==> src/rtl/tec_pkg.sv <==
// Purpose: Constants shared by the timer/event counter.
// Assumes: One system clock at 250 MHz.
// Notes: Register selects are this block's own codes.
package tec_pkg;
  localparam int TEC_WIDTH_DEF = 16;
  localparam logic [1:0] TEC_SEL_LOW = 2'h0;
  localparam logic [1:0] TEC_SEL_HIGH = 2'h1;
  localparam logic [1:0] TEC_SEL_CTRL = 2'h2;
  localparam int TEC_MODE_HI = 7;
  localparam int TEC_MODE_LO = 6;
  localparam int TEC_RUN_BIT = 4;
  localparam int TEC_EDGE_BIT = 3;
  localparam int TEC_PSC_HI = 2;
  localparam int TEC_PSC_LO = 0;
  localparam logic [7:0] TEC_CTRL_RESET = 8'h00;
  localparam logic [7:0] TEC_CTRL_MASK = 8'hDF;
  localparam logic [1:0] TEC_DIV16_CYCLES = 2'h3;
  typedef enum logic [1:0] {
    TEC_OFF,
    TEC_EVENT,
    TEC_TIMER,
    TEC_PULSE
  } tec_mode_e;
endpackage

==> src/rtl/tec_counter.sv <==
// Purpose: Count-up timer/event counter, 8 or 16 bit.
// Assumes: Registers are reached through a simple select/strobe port.
// Notes: Preload content is undefined until software writes it.
//
// Overview of operation
// - Up-counter, 8 or 16 bits wide.
// - Timer, event count and pulse width modes.
// - Read gives count, write loads preload.
// - Timer and pulse modes use system clock.
// - Prescaler only in some variants.
// - Event mode counts selected pin edges.
// - Each tick adds exactly one.
// - Passing all-ones overflows, raises interrupt.
// - Overflow reloads preload, keeps counting.
// - Preload undefined until software writes it.
// - Stopped: preload write also loads counter.
// - Running: preload enters at next overflow.
// - Low byte write goes to buffer.
// - High write also moves buffer to low.
// - Mode field sits in bits 7 and 6.
// - Bit 4 is the run bit.
// - Bits 0 to 2 select prescale.
// - Prescale ignored with external clock.
// - Bit 3 selects active edge.
// - Mode 10 is interval timer.
// - Mode 01 counts rising or falling edges.
// - Mode 11 measures pulse, clears run.
// - 16-bit variant counts clock divided four.
`timescale 1ns/1ps
module tec_counter
  import tec_pkg::*;
#(
  parameter int WIDTH = TEC_WIDTH_DEF,
  parameter bit HAS_PRESCALER = (WIDTH == 8)
) (
  input wire logic clk,
  input wire logic rstn,
  input wire logic [1:0] reg_sel,
  input wire logic reg_wr,
  input wire logic reg_rd,
  input wire logic [7:0] reg_wdata,
  output logic [7:0] reg_rdata_q,
  input wire logic external_count_pin,
  output logic overflow_irq_q
);

  // ------------------------------------------------------------------
  // Registers
  // ------------------------------------------------------------------
  logic [WIDTH-1:0] count_q;
  logic [WIDTH-1:0] preload_q;
  logic [7:0] low_buf_q;
  logic [7:0] ctrl_q;
  logic [7:0] psc_q;
  logic [1:0] div4_q;
  logic pin_s1_q;
  logic pin_s2_q;
  logic pin_prev_q;
  logic pulse_act_q;

  // ------------------------------------------------------------------
  // Decoding
  // ------------------------------------------------------------------
  tec_mode_e mode;
  wire logic run_bit = ctrl_q[TEC_RUN_BIT];
  wire logic edge_pol = ctrl_q[TEC_EDGE_BIT];
  wire logic [2:0] psc_sel = ctrl_q[TEC_PSC_HI:TEC_PSC_LO];
  assign mode = tec_mode_e'(ctrl_q[TEC_MODE_HI:TEC_MODE_LO]);
  wire logic wr_low = reg_wr && reg_sel == TEC_SEL_LOW;
  wire logic wr_high = reg_wr && reg_sel == TEC_SEL_HIGH && WIDTH > 8;
  wire logic wr_ctrl = reg_wr && reg_sel == TEC_SEL_CTRL;
  wire logic rd_high = reg_rd && reg_sel == TEC_SEL_HIGH && WIDTH > 8;

  // Only the second synchroniser stage feeds edge detection.
  wire logic rise = pin_s2_q && !pin_prev_q;
  wire logic fall = !pin_s2_q && pin_prev_q;
  wire logic act_edge = edge_pol ? fall : rise;
  wire logic end_edge = edge_pol ? rise : fall;
  // Pulse mode starts on the edge that leaves the idle level, so the
  // polarity bit means the opposite of what it means for event counting.
  wire logic pulse_start = edge_pol ? rise : fall;
  wire logic pulse_stop = edge_pol ? fall : rise;

  // Internal tick: prescaler on 8-bit, divide by four on 16-bit.
  wire logic psc_tick = (psc_sel == 3'h0) ? 1'b1 : (psc_q == 8'h00);
  wire logic int_tick = (WIDTH > 8) ? (div4_q == TEC_DIV16_CYCLES) :
                        (HAS_PRESCALER ? psc_tick : 1'b1);
  wire logic tick = run_bit && ((mode == TEC_TIMER && int_tick) ||
                                (mode == TEC_EVENT && act_edge) ||
                                (mode == TEC_PULSE && pulse_act_q && int_tick));
  wire logic pulse_end = mode == TEC_PULSE && run_bit && pulse_act_q && pulse_stop;
  wire logic at_full = &count_q;
  wire logic ovf = tick && at_full;

  // Preload image after a write this cycle.
  logic [WIDTH-1:0] preload_d;
  if (WIDTH > 8) begin : g_wide
    assign preload_d = wr_high ? WIDTH'({reg_wdata, low_buf_q}) : preload_q;
  end else begin : g_narrow
    assign preload_d = wr_low ? WIDTH'(reg_wdata) : preload_q;
  end
  wire logic pre_wr = (WIDTH > 8) ? wr_high : wr_low;

  logic [WIDTH-1:0] count_d;
  assign count_d = ovf ? preload_d :
                   (pre_wr && !run_bit) ? preload_d :
                   tick ? count_q + WIDTH'(1) : count_q;

  logic [7:0] ctrl_d;
  assign ctrl_d = wr_ctrl ? (reg_wdata & TEC_CTRL_MASK) :
                  pulse_end ? (ctrl_q & ~(8'h01 << TEC_RUN_BIT)) : ctrl_q;

  wire logic [7:0] rd_mux = (reg_sel == TEC_SEL_CTRL) ? ctrl_q :
                            (reg_sel == TEC_SEL_HIGH) ? 8'(count_q >> 8) :
                            (WIDTH > 8) ? low_buf_q : count_q[7:0];

  // ------------------------------------------------------------------
  // Sequential logic
  // ------------------------------------------------------------------
  // Preload carries no reset: it is undefined until written.
  always_ff @(posedge clk) begin
    preload_q <= preload_d;
  end

  always_ff @(posedge clk or negedge rstn) begin
    if (!rstn) begin
      ctrl_q <= TEC_CTRL_RESET;
      count_q <= '0;
      low_buf_q <= 8'h00;
      psc_q <= 8'h00;
      div4_q <= 2'h0;
      pin_s1_q <= 1'b0;
      pin_s2_q <= 1'b0;
      pin_prev_q <= 1'b0;
      pulse_act_q <= 1'b0;
      overflow_irq_q <= 1'b0;
      reg_rdata_q <= 8'h00;
    end else begin
      ctrl_q <= ctrl_d;
      count_q <= count_d;
      if (wr_low) begin
        low_buf_q <= reg_wdata;
      end else if (rd_high) begin
        low_buf_q <= count_q[7:0];
      end
      psc_q <= (psc_tick || !run_bit) ? 8'((9'h001 << psc_sel) - 9'h001) : psc_q - 8'h01;
      div4_q <= div4_q + 2'h1;
      pin_s1_q <= external_count_pin;
      pin_s2_q <= pin_s1_q;
      pin_prev_q <= pin_s2_q;
      if (!run_bit || mode != TEC_PULSE || pulse_end) begin
        pulse_act_q <= 1'b0;
      end else if (pulse_start) begin
        pulse_act_q <= 1'b1;
      end
      overflow_irq_q <= ovf;
      if (reg_rd) begin
        reg_rdata_q <= rd_mux;
      end
    end
  end
endmodule

==> config.mk <==
export PLATFORM = sky130hd
export DESIGN_NAME = tec_counter
export DESIGN_NICKNAME = d
export VERILOG_FILES = /design/src/rtl/tec_pkg.sv /design/src/rtl/tec_counter.sv
export SDC_FILE = /design/constraint.sdc
export NUM_CORES = 1
export LEC_CHECK = 0
export BUFFER_PORTS_ARGS = -buffer_cell sky130_fd_sc_hd__buf_2
export CORE_AREA = 4 4 87 89
export DETAILED_ROUTE_END_ITERATION = 7
export DIE_AREA = 0 0 91 93
export GPL_TIMING_DRIVEN = 1
export PLACE_DENSITY_LB_ADDON = 0.15
export SYNTH_ARGS = -nofsm -noshare
export SYNTH_HDL_FRONTEND = slang
export SYNTH_SLANG_ARGS = --single-unit
==> constraint.sdc <==
create_clock -name clk -period 3.5 [get_ports clk]
set_input_delay 0.7 -clock clk [delete_from_list [all_inputs] [get_ports clk]]
set_output_delay 0.7 -clock clk [all_outputs]
set_load 0.02 [all_outputs]
# Word-level counts from Yosys, hierarchy flattened
# Index checks and enable logic that the tools add are counted.
# word_totals
register_bits,63
wordCells,64
# op_classes
n_addsub,2
n_reduce_logical,29
mux,14
eq_ne,7
# op_table
cell,count
two-way mux 16 bit,4
two-way mux 8 bit,5
"adder 16 x 1 -> 16 bit, second input constant",1
logical AND 1 bit,16
AND reduction 16 bit,1
"equality test 2 bit, second input constant",4
nonzero test 2 bit,3
two-way mux 5 bit,1
"equality test 2 x 1 -> 1 bit, second input constant",2
logical OR 1 bit,4
two-way mux 1 bit,4
zero test 1 bit,3
nonzero test 3 bit,1
"adder 2 x 1 -> 2 bit, second input constant",1
zero test 2 bit,1
"inequality test 2 bit, second input constant",1

# Logic depth before layout (Yosys ltp)
# depth
depth_word,10
ltp_mapped,7
ltp_nobuf,7

# Worst setup path before layout
# No wires, ideal clock.
# synth_timing
path_kind,input-to-reg
start,input reg_sel[1]
end,register count_q[12]
path_stages,7
path_slack_ns,1.473
path_buffers,2
required_time_ns,3.431
arrival_time_ns,1.958
cell_sequence,buf_2 > nand3b_4 > nor2_1 > or2_1 > buf_4 > or4_1 > nand3_1
# synth_between
elab_chain_len,5
word_cells_on_any_way,7
# synth_rtl
element,line_no,rtl
"start, declared",tec_counter.sv:38,"input wire logic [1:0] reg_sel,"
equality test 2 x 1 -> 1 bit (*),tec_counter.sv:70,wire logic wr_high = reg_wr && reg_sel == TEC_SEL_HIGH && WIDTH > 8;
logical AND 1 bit (*),tec_counter.sv:70,
two-way mux 16 bit or logical AND 1 bit (tied branches),"tec_counter.sv:98, tec_counter.sv:106",
two-way mux 16 bit,tec_counter.sv:106,(pre_wr && !run_bit) ? preload_d :
two-way mux 16 bit,tec_counter.sv:105,assign count_d = ovf ? preload_d :
"end signal, assigned",tec_counter.sv:140,count_q <= count_d;
"end, declared",tec_counter.sv:50,logic [WIDTH-1:0] count_q;
# Mark *: on every way between the ends. The rest lies on a longest branch, timed or not.
# A chain may end at the register's enable or synchronous reset.

# Final worst setup path
# layout_timing
start,register ctrl_q[3]
end,register count_q[5]
# layout_between
elab_chain_len,7
word_cells_on_any_way,8
# layout_rtl
element,line_no,rtl
"start, declared",tec_counter.sv:53,logic [7:0] ctrl_q;
"start signal, assigned",tec_counter.sv:139,ctrl_q <= ctrl_d;
two-way mux 1 bit (*),tec_counter.sv:77,wire logic act_edge = edge_pol ? fall : rise;
logical AND 1 bit (*),tec_counter.sv:89,(mode == TEC_EVENT && act_edge) ||
logical OR 1 bit (*),tec_counter.sv:88,wire logic tick = run_bit && ((mode == TEC_TIMER && int_tick) ||
logical OR 1 bit (*),tec_counter.sv:89,
logical AND 1 bit (*),tec_counter.sv:88,
logical AND 1 bit,tec_counter.sv:93,wire logic ovf = tick && at_full;
nonzero test 3 bit (no line) or two-way mux 16 bit (tied branches),--,
# Marks and branches as above.

==> results.txt <==
* Result of the run: completed
- Most Used Layer, Global Route: met1
* CTS tree: done
- sky130_fd_sc_hd__dfrtp_1 takes more of the synthesized area than any other cell.
* Port buffer count: 23
* Cell type group with the largest total delay on the critical path: simple AND/OR/NAND/NOR gates
* Vias in the first global route: 2,378
- In this run the worst path has a maximum fanout of 16.
* Initial Utilization: 46.4%
* Resize count post-CTS: 0
- For met3 alone, demand over resource in global routing was between 4 and 5%.
* DR vias/cell: 5.87
- Yosys mapped a number of flops with a built-in enable equal to 0.
* Worst-Margin Slew: 1.07 ns
* Level count of the clock H-tree: 3
- Adding up every negative setup slack in the final design gives 0 ns.
- Count of different cell masters after synthesis: 63
- Share of the synthesized area in the top cell type: between 30% and 40%
- Final-report max-slew violation count: 0
- Most used flip-flop cell after synthesis: sky130_fd_sc_hd__dfrtp_1
- Slew Limit Headroom: approximately 28%
* Initial antenna violation count: 0
- Overall die width: 91 um
- Crit path DAT: ~2.5 ns
* DRT antenna net count: 0
- I/O Pins: 24
- Clock latency on the worst-skew pair, taken at its later pin, is 0.35 ns.
* Cells traversed along the worst timing path: and3b_1, o2111ai_1, nand2_1, and4_1, nor4_1
* Row Count: 30
* Overall via count from detail_route: 2,442
* Detailed-router iteration count before antenna repair: 5
- After synthesis, the cell types taking the most area are sky130_fd_sc_hd__dfrtp_1 (37%), sky130_fd_sc_hd__dfxtp_1 (10%), sky130_fd_sc_hd__mux2_2 (7.5%), sky130_fd_sc_hd__o21ai_0 (3.3%), sky130_fd_sc_hd__a21oi_1 (2.7%).
* Die area: 0.00846 mm^2
- The finished cells cover 0.00351 mm^2.
* CP max stage delay: 0.49 ns
* Required time worst endpoint: 3.74 ns
* Final worst-path cycle share: 65.0%
* CP Capture Type: flip-flop
- The setup path with the least slack is of type reg -> reg.
- FF+latch count, synth: 62
* Starting DRT DRC Count: 137
- Among all cell types in the netlist, the one instantiated most often is sky130_fd_sc_hd__dfrtp_1.
- Hold WC Path Type: reg -> reg
* Wire length of the first global-routing pass: about 13 mm
* Detailed-placement wirelength estimate: between 5 and 6 mm
- Counting along the longest clock path gives a buffer depth of 2.
* Setup Buffers After CTS: 0
* Wire length reported by the detailed router: 7.71 mm
* Shortest clock period the worst path allows after layout: 2.27 ns
- CTS root buf: sky130_fd_sc_hd__clkbuf_8
- Sequential area share after synthesis: between 40 and 50%
* Overall overflow remaining after global route: 0
- In this run, CTS created clock tree buffers numbering 9.
- The tool flagged a number of max-cap violations equal to 0.
- Nature of the critical path startpoint: flip-flop
* Area growth from synthesis to layout: 11.8%
- Share of async-settable or async-resettable flops after synthesis: 74.2%
* Number of sinks driven by the clock tree: 62
- Pin count of the biggest net entering global routing: 47
- Ant diodes: 0
- Residual DRC: 0
- For this design, the CTS-stage hold fixing added 0 buffers.
* Placed inst area: ~0.0033 mm^2
- Hold Vio Cnt, Final: 0
* Setup repair after global routing missed its margin: false
- Static timing analysis puts the maximum clock frequency at about 440 MHz.
* Number of nets in the layout: roughly 350
- Clock transition time at the flip-flop clock pins of the worst setup and hold paths: 0.07 ns
* Critical-path top delay cell: sky130_fd_sc_hd__nand2_1
* Leakage power of the design: 1.46 nW
* Layout cell share with drive strength beyond 1: a little under a quarter
* Y dimension of the die: roughly 93 um
- Setup Skew: 0.00875 ns
- For met2 alone, demand over resource in global routing was a little over a quarter.
- Across the VDD grid, the largest voltage drop is approximately 0.3 mV.
- In the global route stage, overall resource usage came out at 19.2%.
- Post-synth top cells: sky130_fd_sc_hd__dfrtp_1 (46), sky130_fd_sc_hd__nand2_1 (22), sky130_fd_sc_hd__nor2_1 (22)
- Post-detailed-route wirelength per cell: 18.5 um
- Setup violations remaining at the end of the flow were counted as 0.
- Post-Synthesis Net Count: 324
- Grt met1 use: 27.3%
* Core area: 0.00676 mm^2
- Ratio of total power to cell area: 566 mW/mm^2
- Synthesis handed over a netlist of 307 instances.
- Averaged over all synthesized cells, the footprint is ~10 um^2.
* Combined area of all synthesized cells: 0.00314 mm^2
- At the end of routability-driven placement, the weighted congestion stood at 0.867.
- Yosys printed 0 warnings.
* Combined buffer and inverter count along the critical path: 0
state kept, by name, indices dropped and copies added (netlist names):
signal          cells
count_q            16
ctrl_q              7
div4_q              2
low_buf_q           8
overflow_irq_q      1
pin_prev_q          1
pin_s1_q            1
pin_s2_q            1
preload_q          16
pulse_act_q         1
reg_rdata_q         8
per-stage QoR:
stage,util [%],std cells,setup WS [ns],power [mW],hold slack [ns]
6_report,51.9,416,1.23,1.98,0.354
5_1_grt,51.9,416,1.05,2.09,0.368
4_1_cts,51.9,416,1.26,2.00,0.357
3_5_place_dp,49.0,400,1.03,1.34,0.341
3_3_place_gp,49.0,400,1.04,1.33,0.332
2_1_floorplan,-,307,1.47,1.21,0.331
layer usage:
metal,up-vias,wire [um]
met2,81,3330
met4,0,172
met5,-,0
li1,1190,-
met1,1156,3800
met3,15,399
logic make-up (layout without fill, tap and decap cells):
kind of cell	after synthesis	after routing	synth area share, %
buf+inv	29	58	4.23
flops	62	62	46.9
compound gates	84	84	19.4
simple gates	98	98	17.7
fa+ha+maj	3	3	1.12
xor+xnor	2	2	0.558
mux	29	29	10.1
power by group:
group          internal (mW)  switching (mW)  total, mW
registers              0.846           0.137      0.983
logic                  0.160           0.190      0.349
clock network          0.367           0.286      0.653
total                   1.37           0.612       1.98
area by class of cell:
type | count | area (um^2)
Clock inverter | 3 | 42.5
Inverter | 16 | 65.1
Clock buffer | 13 | 159
Timing Repair Buffer | 26 | 138
Sequential cell | 62 | 1470
Multi-Input combinational cell | 216 | 1530
Tap cell | 80 | 100
Fill cell | 606 | 3250
final timing paths:
| check | start | to | slack [ns] | depth (start not counted) |
|---|---|---|---|---|
| worst max-delay path | ctrl_q[3] | count_q[5] | 1.23 | 5 |
| worst min-delay path | pin_s1_q | pin_s2_q | 0.35 | 0 |
| worst max register to register | ctrl_q[3] | count_q[5] | 1.23 | 5 |
| worst min register to register | pin_s1_q | pin_s2_q | 0.35 | 0 |
| max in group asynchronous | rstn | reg_rdata_q[4] | 2.28 | 1 |
| min in group asynchronous | rstn | reg_rdata_q[1] | 0.54 | 1 |
layout by cell type (no fill, tap or decap), types with 7 or more instances in the layout:
cell / instances
sky130_fd_sc_hd__nor4_1: 7
sky130_fd_sc_hd__nor2_1: 22
sky130_fd_sc_hd__mux2i_1: 8
sky130_fd_sc_hd__nand3_1: 9
sky130_fd_sc_hd__inv_1: 15
sky130_fd_sc_hd__nand2_1: 22
sky130_fd_sc_hd__a21oi_1: 17
sky130_fd_sc_hd__o21ai_0: 21
sky130_fd_sc_hd__mux2_2: 21
sky130_fd_sc_hd__dfxtp_1: 16
sky130_fd_sc_hd__clkbuf_8: 11
sky130_fd_sc_hd__buf_2: 23
sky130_fd_sc_hd__o211ai_1: 9
sky130_fd_sc_hd__dfrtp_1: 46
Power figures use the tool's default switching activity.
